<file path="src/hdl/sdcd_pkg.sv">
package sdcd_pkg;
	// Command codes decoded from the sampled control pins.
	typedef enum logic [3:0] {
		SDCD_CMD_NONE = 4'h0,
		SDCD_CMD_ACT = 4'h1,
		SDCD_CMD_PRE = 4'h2,
		SDCD_CMD_READ = 4'h3,
		SDCD_CMD_WRITE = 4'h4,
		SDCD_CMD_MRS = 4'h5,
		SDCD_CMD_NOP = 4'h6,
		SDCD_CMD_BST = 4'h7,
		SDCD_CMD_AREF = 4'h8,
		SDCD_CMD_SREF = 4'h9,
		SDCD_CMD_PDN = 4'hA,
		SDCD_CMD_SUSP = 4'hB,
		SDCD_CMD_DPD = 4'hC,
		SDCD_CMD_EXIT = 4'hD
	} sdcd_cmd_t;

	// Power states of the device.
	typedef enum logic [2:0] {
		SDCD_PWR_RUN = 3'h0,
		SDCD_PWR_SREF = 3'h1,
		SDCD_PWR_PDN = 3'h2,
		SDCD_PWR_SUSP = 3'h3,
		SDCD_PWR_DPD = 3'h4
	} sdcd_pwr_t;

	// Address and mode field layout.
	localparam int SDCD_ADDR_W = 13;
	localparam int SDCD_COL_W = 10;
	localparam int SDCD_AP_BIT = 10;
	localparam int SDCD_BL_LSB = 0;
	localparam int SDCD_BT_BIT = 3;
	localparam int SDCD_CL_LSB = 4;
	localparam int SDCD_PARTIAL_REFRESH_SELECT_LSB = 0;
	localparam logic [1:0] SDCD_EMR_BA = 2'h2;
	localparam logic [2:0] SDCD_BL_FULL = 3'h7;
	// Reset values of the mode registers.
	localparam logic [12:0] SDCD_MODE_RST = 13'h0020;
	localparam logic [12:0] SDCD_EMODE_RST = 13'h0000;
endpackage : sdcd_pkg

</file>
<file path="src/hdl/sdcd_top.sv">
`timescale 1ns/10ps
// How it works
// - Commands come only from pins sampled at edge.
// - Strobe patterns decode to access and stop commands.
// - Previous and current clock enable select power modes.
// - Bank state is judged on the selected bank.
// - Power-down during a burst becomes clock suspend.
// - Deselect with clock enable held high starts nothing, running bursts continue.
// - No-operation registers nothing, leaves operations alone.
// - Activate opens given row in given bank.
// - Burst length comes from programmed mode register.
// - Columns advance by sequence, wrapping inside block.
// - Full page uses sequential order only.
// - Full-page burst runs until burst stop, precharge or new access.
// - New access abandons burst and restarts full length.
// - Partial refresh leaves unselected banks unrefreshed.
// - Read takes bank, low ten column bits, auto-close.
// - Mode set with bank code two loads extended register.
// - Read latency is two or three clocks.
// - Precharge closes one bank, or all with A10.
module sdcd_top
	import sdcd_pkg::*;
(
	// Clock and reset.
	input wire logic I_CLK_SYS,
	input wire logic I_RST,
	// Command pins, active low strobes.
	input wire logic I_CS_N,
	input wire logic I_RAS_N,
	input wire logic I_CAS_N,
	input wire logic I_WE_N,
	input wire logic I_DQM,
	input wire logic I_CKE,
	input wire logic [1:0] I_BA,
	input wire logic [sdcd_pkg::SDCD_ADDR_W-1:0] I_ADDR,
	// Decoded command and bank state.
	output logic [3:0] O_CMD,
	output logic [3:0] O_BANK_OPEN,
	output logic [51:0] O_OPEN_ROWS,
	output logic [2:0] O_PWR_STATE,
	output logic O_NEED_INIT,
	// Burst progress.
	output logic O_BURST_ACTIVE,
	output logic O_BURST_WRITE,
	output logic [1:0] O_BURST_BANK,
	output logic [sdcd_pkg::SDCD_COL_W-1:0] O_COL,
	output logic O_DATA_EN,
	output logic O_READ_DATA_VALID,
	output logic O_AUTO_REFRESH,
	// Mode state.
	output logic [12:0] O_MODE,
	output logic [12:0] O_EMODE,
	output logic [3:0] O_SREF_BANKS
);
	import sdcd_pkg::*;

	// Two-stage synchronisers for every pin; only stage two is read.
	logic [23:0] pin_meta;
	logic [23:0] pin_sync;
	wire [23:0] pin_raw = {I_CS_N, I_RAS_N, I_CAS_N, I_WE_N, I_DQM, I_CKE,
		I_BA, I_ADDR, 3'h0};

	// Synchroniser stage one and two.
	always_ff @(posedge I_CLK_SYS or posedge I_RST) begin
		if (I_RST) begin
			pin_meta <= 24'h000000;
			pin_sync <= 24'h000000;
		end else begin
			pin_meta <= pin_raw;
			pin_sync <= pin_meta;
		end
	end

	// Sampled levels; strobes are taken at the clock edge only.
	wire cs_n = pin_sync[23];
	wire ras_n = pin_sync[22];
	wire cas_n = pin_sync[21];
	wire we_n = pin_sync[20];
	wire dqm = pin_sync[19];
	wire cke = pin_sync[18];
	wire [1:0] ba = pin_sync[17:16];
	wire [12:0] addr = pin_sync[15:3];
	wire ap = addr[SDCD_AP_BIT];

	logic cke_prev; // Clock enable one edge before the command.
	sdcd_pwr_t pwr;
	logic [3:0] bank_open;
	logic [12:0] rows [4];
	logic [12:0] mode;
	logic [12:0] emode;
	logic burst;
	logic burst_wr;
	logic burst_ap;
	logic [1:0] burst_bank;
	logic [9:0] col_start;
	logic [9:0] beat;
	logic [2:0] rd_pipe; // Read latency shift line.
	logic need_init;

	// Strobe pattern decode; deselect with clock enable held high yields no command.
	wire [2:0] strb = {ras_n, cas_n, we_n};
	wire sel = ~cs_n;
	wire run = (pwr == SDCD_PWR_RUN);
	wire ck_hh = cke_prev & cke;
	wire ck_hl = cke_prev & ~cke; // Entry pair.
	wire ck_lh = ~cke_prev & cke; // Exit pair.
	wire idle_all = (bank_open == 4'h0) & ~burst;
	wire bank_is_open = bank_open[ba]; // Judged per selected bank.

	// Combinational command decode.
	sdcd_cmd_t next_cmd;
	always_comb begin
		next_cmd = SDCD_CMD_NONE;
		if (!run) begin
			if (ck_lh)
				next_cmd = SDCD_CMD_EXIT;
		end else if (ck_hl) begin
			// Power-down pattern during a burst suspends clock.
			if (burst)
				next_cmd = SDCD_CMD_SUSP;
			else if (sel && strb == 3'h1)
				next_cmd = SDCD_CMD_SREF;
			else if (sel && strb == 3'h6)
				next_cmd = SDCD_CMD_DPD;
			else if (!sel || strb == 3'h7)
				next_cmd = SDCD_CMD_PDN;
			else
				next_cmd = SDCD_CMD_SUSP;
		end else if (cke_prev && sel) begin
			case (strb)
				3'h3: next_cmd = bank_is_open ? SDCD_CMD_NONE : SDCD_CMD_ACT;
				3'h2: next_cmd = SDCD_CMD_PRE;
				3'h5: next_cmd = bank_is_open ? SDCD_CMD_READ : SDCD_CMD_NONE;
				3'h4: next_cmd = bank_is_open ? SDCD_CMD_WRITE : SDCD_CMD_NONE;
				3'h0: next_cmd = idle_all ? SDCD_CMD_MRS : SDCD_CMD_NONE;
				3'h7: next_cmd = SDCD_CMD_NOP; // Registers nothing.
				3'h6: next_cmd = SDCD_CMD_BST;
				3'h1: next_cmd = (ck_hh && idle_all) ? SDCD_CMD_AREF :
					SDCD_CMD_NONE;
				default: next_cmd = SDCD_CMD_NONE;
			endcase
		end
	end

	// Burst length in beats from mode field; full page never ends.
	wire [2:0] bl_code = mode[SDCD_BL_LSB +: 3];
	wire interleave = mode[SDCD_BT_BIT];
	wire full_page = (bl_code == SDCD_BL_FULL);
	wire [9:0] bl_mask = (bl_code == 3'h1) ? 10'h001 :
		(bl_code == 3'h2) ? 10'h003 :
		(bl_code == 3'h3) ? 10'h007 :
		full_page ? 10'h3FF : 10'h000;
	wire [9:0] next_beat = beat + 10'h001;
	wire burst_last = ~full_page & (beat == bl_mask);
	// Sequential adds, interleave xors inside the aligned block.
	// Full page always uses the sequential path.
	wire [9:0] offs = (interleave & ~full_page) ? (col_start ^ next_beat) :
		(col_start + next_beat);
	wire [9:0] next_col = (col_start & ~bl_mask) | (offs & bl_mask);
	// Read latency 2 or 3 from mode field.
	wire lat3 = (mode[SDCD_CL_LSB +: 3] == 3'h3);
	// Partial refresh bank set from extended mode field.
	wire [2:0] partial_refresh_select = emode[SDCD_PARTIAL_REFRESH_SELECT_LSB +: 3];
	wire [3:0] sref_banks = (partial_refresh_select == 3'h0) ? 4'hF :
		(partial_refresh_select == 3'h1) ? 4'h3 : 4'h1;
	wire is_access = (next_cmd == SDCD_CMD_READ) |
		(next_cmd == SDCD_CMD_WRITE);

	// Clock enable history and power state.
	always_ff @(posedge I_CLK_SYS or posedge I_RST) begin
		if (I_RST) begin
			cke_prev <= 1'b0;
			pwr <= SDCD_PWR_RUN;
			need_init <= 1'b0;
		end else begin
			cke_prev <= cke;
			case (next_cmd)
				SDCD_CMD_SREF: pwr <= SDCD_PWR_SREF;
				SDCD_CMD_PDN: pwr <= SDCD_PWR_PDN;
				SDCD_CMD_SUSP: pwr <= SDCD_PWR_SUSP;
				SDCD_CMD_DPD: pwr <= SDCD_PWR_DPD;
				SDCD_CMD_EXIT: begin
					// Deep power-down exit flags a full re-init.
					if (pwr == SDCD_PWR_DPD)
						need_init <= 1'b1;
					pwr <= SDCD_PWR_RUN;
				end
				SDCD_CMD_MRS: need_init <= 1'b0;
				default: pwr <= pwr;
			endcase
		end
	end

	// Mode registers; bank code two selects the extended one.
	always_ff @(posedge I_CLK_SYS or posedge I_RST) begin
		if (I_RST) begin
			mode <= SDCD_MODE_RST;
			emode <= SDCD_EMODE_RST;
		end else if (next_cmd == SDCD_CMD_MRS) begin
			if (ba == SDCD_EMR_BA)
				emode <= addr;
			else
				mode <= addr; // Taken with all banks idle.
		end
	end

	// Per-bank open flag and row, one slice per bank.
	genvar gb;
	generate
		for (gb = 0; gb < 4; gb++) begin : g_bank
			wire hit = (ba == 2'(gb));
			wire act = (next_cmd == SDCD_CMD_ACT) & hit;
			// A10 closes all banks, else only the addressed one.
			wire pre = (next_cmd == SDCD_CMD_PRE) & (ap | hit);
			// Auto-close fires at the last beat of this bank's burst.
			wire apc = burst & burst_ap & burst_last & ~is_access &
				(burst_bank == 2'(gb)) & run;
			always_ff @(posedge I_CLK_SYS or posedge I_RST) begin
				if (I_RST) begin
					bank_open[gb] <= 1'b0;
					rows[gb] <= 13'h0000;
				end else if (act) begin
					bank_open[gb] <= 1'b1;
					rows[gb] <= addr;
				end else if (pre | apc) begin
					bank_open[gb] <= 1'b0;
				end
			end
			assign O_OPEN_ROWS[gb*13 +: 13] = rows[gb];
		end
	endgenerate

	// Burst engine; frozen while suspended, kept on deselect.
	always_ff @(posedge I_CLK_SYS or posedge I_RST) begin
		if (I_RST) begin
			burst <= 1'b0;
			burst_wr <= 1'b0;
			burst_ap <= 1'b0;
			burst_bank <= 2'h0;
			col_start <= 10'h000;
			beat <= 10'h000;
			O_COL <= 10'h000;
		end else if (is_access) begin
			// New access restarts a full burst at the new column.
			burst <= 1'b1;
			burst_wr <= (next_cmd == SDCD_CMD_WRITE);
			burst_ap <= ap;
			burst_bank <= ba;
			col_start <= addr[SDCD_COL_W-1:0];
			beat <= 10'h000;
			O_COL <= addr[SDCD_COL_W-1:0];
		end else if (next_cmd == SDCD_CMD_BST ||
			(next_cmd == SDCD_CMD_PRE && (ap || ba == burst_bank))) begin
			burst <= 1'b0;
		end else if (burst && run) begin
			if (burst_last) begin
				burst <= 1'b0;
			end else begin
				beat <= next_beat;
				O_COL <= next_col;
			end
		end
	end

	// Output registers.
	always_ff @(posedge I_CLK_SYS or posedge I_RST) begin
		if (I_RST) begin
			O_CMD <= 4'h0;
			O_DATA_EN <= 1'b0;
			rd_pipe <= 3'h0;
			O_READ_DATA_VALID <= 1'b0;
			O_AUTO_REFRESH <= 1'b0;
			O_SREF_BANKS <= 4'hF;
		end else begin
			O_CMD <= next_cmd;
			// Mask low enables data in an open bank.
			O_DATA_EN <= burst & ~dqm & bank_open[burst_bank];
			rd_pipe <= {rd_pipe[1:0], burst & ~burst_wr & ~dqm};
			O_READ_DATA_VALID <= lat3 ? rd_pipe[1] : rd_pipe[0];
			O_AUTO_REFRESH <= (next_cmd == SDCD_CMD_AREF);
			O_SREF_BANKS <= sref_banks; // Dropped banks lose data.
		end
	end

	assign O_BANK_OPEN = bank_open;
	assign O_PWR_STATE = pwr;
	assign O_NEED_INIT = need_init;
	assign O_BURST_ACTIVE = burst;
	assign O_BURST_WRITE = burst_wr;
	assign O_BURST_BANK = burst_bank;
	assign O_MODE = mode;
	assign O_EMODE = emode;
endmodule : sdcd_top

</file>
<file path="config.mk">
export PLATFORM = sky130hd
export DESIGN_NAME = sdcd_top
export DESIGN_NICKNAME = d
export VERILOG_FILES = /design/src/hdl/sdcd_pkg.sv /design/src/hdl/sdcd_top.sv
export SDC_FILE = /design/constraint.sdc
export NUM_CORES = 1
export LEC_CHECK = 0
export BUFFER_PORTS_ARGS = -buffer_cell sky130_fd_sc_hd__buf_2
export CORE_UTILIZATION = 25
export DETAILED_ROUTE_END_ITERATION = 10
export PLACE_DENSITY = 0.41
export SYNTH_ARGS = -nofsm -noshare
export SYNTH_HDL_FRONTEND = slang
export SYNTH_SLANG_ARGS = --single-unit
</file>
<file path="constraint.sdc">
create_clock -name I_CLK_SYS -period 8.4 [get_ports I_CLK_SYS]
set_input_delay 1.26 -clock I_CLK_SYS [delete_from_list [all_inputs] [get_ports I_CLK_SYS]]
set_output_delay 1.26 -clock I_CLK_SYS [all_outputs]
set_load 0.05 [all_outputs]
</file>
==> flow_summary.yaml <==
die:
  fp.dieH_microns: 175.0
  fp.dieArea_sq_um: 30610
  die_x_microns: 175.0
  row_count: 62
  boundaryPins: 134
  core-area_sq_um: 29090
  start_util: 0.2571
synth:
  synthArstFlopShare: 1.000
  synth_flop_cell: "dfrtp_1"
  synthXorXnorAreaFrac: 0.02342
  syn_area_sq_um: 7478
  yosys_warnings: 0
  synth_compound_area_frac: 0.08332
  synthMuxAreaShare: 0.1412
  synth-simple-area-share: 0.1144
  synth_top_family_by_area: "multiplexers"
  seq_area_frac_synth: 0.5861
  ys_types: 77
  synth_edf_count: 0
  synth-adder-area-share: 0.02075
  netlist_instances: 596
  syn_avg_cell_area_sq_um: 12.55
  yosys_register_bits: 175
  synth_nets: 630
place:
  dp_cells: 1090
  globalplace.congestion: 0.7827
  port_buffers: 132
  hpwl_microns: 13790
  place_area_sq_um: 8499
setup_path:
  worstReg2RegEnd: "O_OPEN_ROWS[3]"
  startpoint_type: "register"
  rrSetupSlack_ps: 5280
  crit_arrival_ps: 3420
  r2r_cells: 6
  crit_type: "register to register"
  required_ps: 8710
  critPathMaxFanout: 14
  critPathCaptureType: "register"
  r2r_start: "O_PWR_STATE[0]"
timing:
  timing.fmax_ghz: 0.3207
  final-max-slew-violation-count: 0
  finalSetupTns_ps: 0
  fin_skew_ps: 12.22
  worst_slew_pin_slew_ps: 1013
  rsz0062_at_grt: "false"
  min_period_ps: 3118
  setup_viol: 0
  period_share: 0.3712
  relSlewSlack: 0.3239
  hold_viol: 0
cells_and_area:
  diodes: 0
  design_area_sq_um: 9109
  multi_input_area_sq_um: 2877
  layout.nets: 759
  final_cell_mix: "172 x dfrtp_1, 132 x buf_2, 71 x mux2_2"
  final_core_util: 0.3131
  drive_above_1_share: 0.3699
  synthToLayoutAreaGrowth_pct: 21.80
  instances_no_fill: 1122
  ff_latch_area_sq_um: 4383
  final_common_cell: "dfrtp_1"
  n_fill_cell: 2985
outcome:
  run_status: "finished, final reports clean"
clock_tree:
  h-tree-depth: 4
  cts_hold_buffers: 0
  clock-sinks: 175
  ctsResizeCount: 0
  cts_root_buf: "clkbuf_16"
  cts_setup_buffers: 0
  clock_latency_ps: 430
  clock_path_buffers: 2
  cts_tree: "built"
  cts.clk_slew.worst_paths_ps: 70
  cts_buffers: 17
worst_hold_path:
  hold_end: "pin_sync[20]"
  hold_path.class: "register to register"
  worstHoldStart: "pin_meta[20]"
  min_path_cells: 0
global_route:
  track_usage: 0.1328
  overflow: 0
  antenna_found_initial: 1
  grt_max_degree: 100
  grt_pass1_vias: 5343
  grt_pass1_wl_microns: 31370
drt:
  drc_errors: 0
  ant_nets: 0
  wl_per_cell_microns: 17.44
  drt-total-wl_microns: 19570
  vias_per_cell: 4.465
  drt_iter0_markers: 237
  vias: 5010
  dr.pass1.iters: 4
power_and_ir_drop:
  finalPower_mw: 2.849
  p_leak_nw: 4.574
  power.density_nw_per_um2: 312.8
  peakVddDrop_mv: 0.1116
run:
  max_cap_viol_count: 0
[critical path, cell delays in order (launching register included)]
cell      delay (ps)
dfrtp_1          460
nor3_1           480
nand2_1          220
a211oi_4         470
nand2b_4         250
nand2b_1         680
mux2_2           420
[layout make-up]
cell class	instances	area share
Sequential cell	175	0.4812
Multi-Input combinational cell	379	0.3158
Timing Repair Buffer	137	0.07665
Tap cell	384	0.05275
Clock buffer	18	0.04821
Clock inverter	14	0.01868
Inverter	15	0.006731
[cells by family after synthesis]
logic type | count (synthesis)
multiplexers | 93
other | 1
XOR/XNOR | 20
flip-flops | 175
adder cells (fa/ha/maj) | 12
AND/OR/NAND/NOR | 164
AO/OA/AOI/OAI | 89
buffers and inverters | 42
[Yosys cell counts (all sizes together) (3+ instances only)]
master    n  area, sq um
nor3     10        55.05
nand4     3        18.77
buf      20        143.9
nand3b    4        42.54
dfrtp   172         4304
nand3     9        45.04
or2       3        18.77
dfstp     3        78.83
inv      14        52.55
nor2     27        111.4
mux2i    11        110.1
mux2     80        900.9
a21o      3        22.52
nand2b    4        32.53
a31o      3        26.28
xor2      5        43.79
nor3b     3        27.52
o21ai    31        155.1
xnor2    15        131.4
nand2    68        257.8
ha       10        125.1
o211ai    4        35.03
clkbuf    7        26.28
or3      14        87.58
a21oi    24        120.1
nor2b     6        37.54
a211oi    3        40.04
[worst max-delay path by stage]
stage                    from        endpoint  slack, ps  cells past startpoint
6_report       O_PWR_STATE[0]  O_OPEN_ROWS[3]       5280                      6
3_5_place_dp            I_RST     pin_meta[6]       5240                      3
4_1_cts        O_PWR_STATE[0]  O_OPEN_ROWS[3]       5210                      6
3_3_place_gp   O_PWR_STATE[0]  O_OPEN_ROWS[6]       5260                      6
2_1_floorplan           I_RST  O_AUTO_REFRESH       2400                      1
5_1_grt        O_PWR_STATE[0]  O_OPEN_ROWS[3]       5020                      6
[metrics by stage]
stage                     hold WS, ps  setup WS [ps]
after floorplan                 331.2           2400
after global placement          332.9           5255
after detailed placement        334.7           5245
after CTS                       342.8           5207
after global routing            355.1           5021
final                           344.2           5282
[where the power goes]
part / internal, mW / switching (mW)
Sequential: 0.987 / 0.135
Combinational: 0.255 / 0.662
Clock: 0.435 / 0.374
Total: 1.68 / 1.17
[flip-flops by register name, indices dropped and copies added (netlist names), 10 cells and up]
signal,cells
O_EMODE,13
O_MODE,13
beat,10
col_start,10
O_COL,10
O_OPEN_ROWS,52
pin_meta,21
pin_sync,21
[layer usage]
layer | global-route usage | vias to the layer above | share of wire | wire, microns
li1 | - | 2353 | - | -
met1 | 0.1741 | 2529 | 0.46 | 9001
met2 | 0.2128 | 118 | 0.47 | 9259
met3 | 0.04134 | 10 | 0.059 | 1158
met4 | 0.03152 | 0 | 0.0075 | 146
met5 | 0 | - | 0 | 0
No activity file was read; power rests on OpenSTA's default activity.
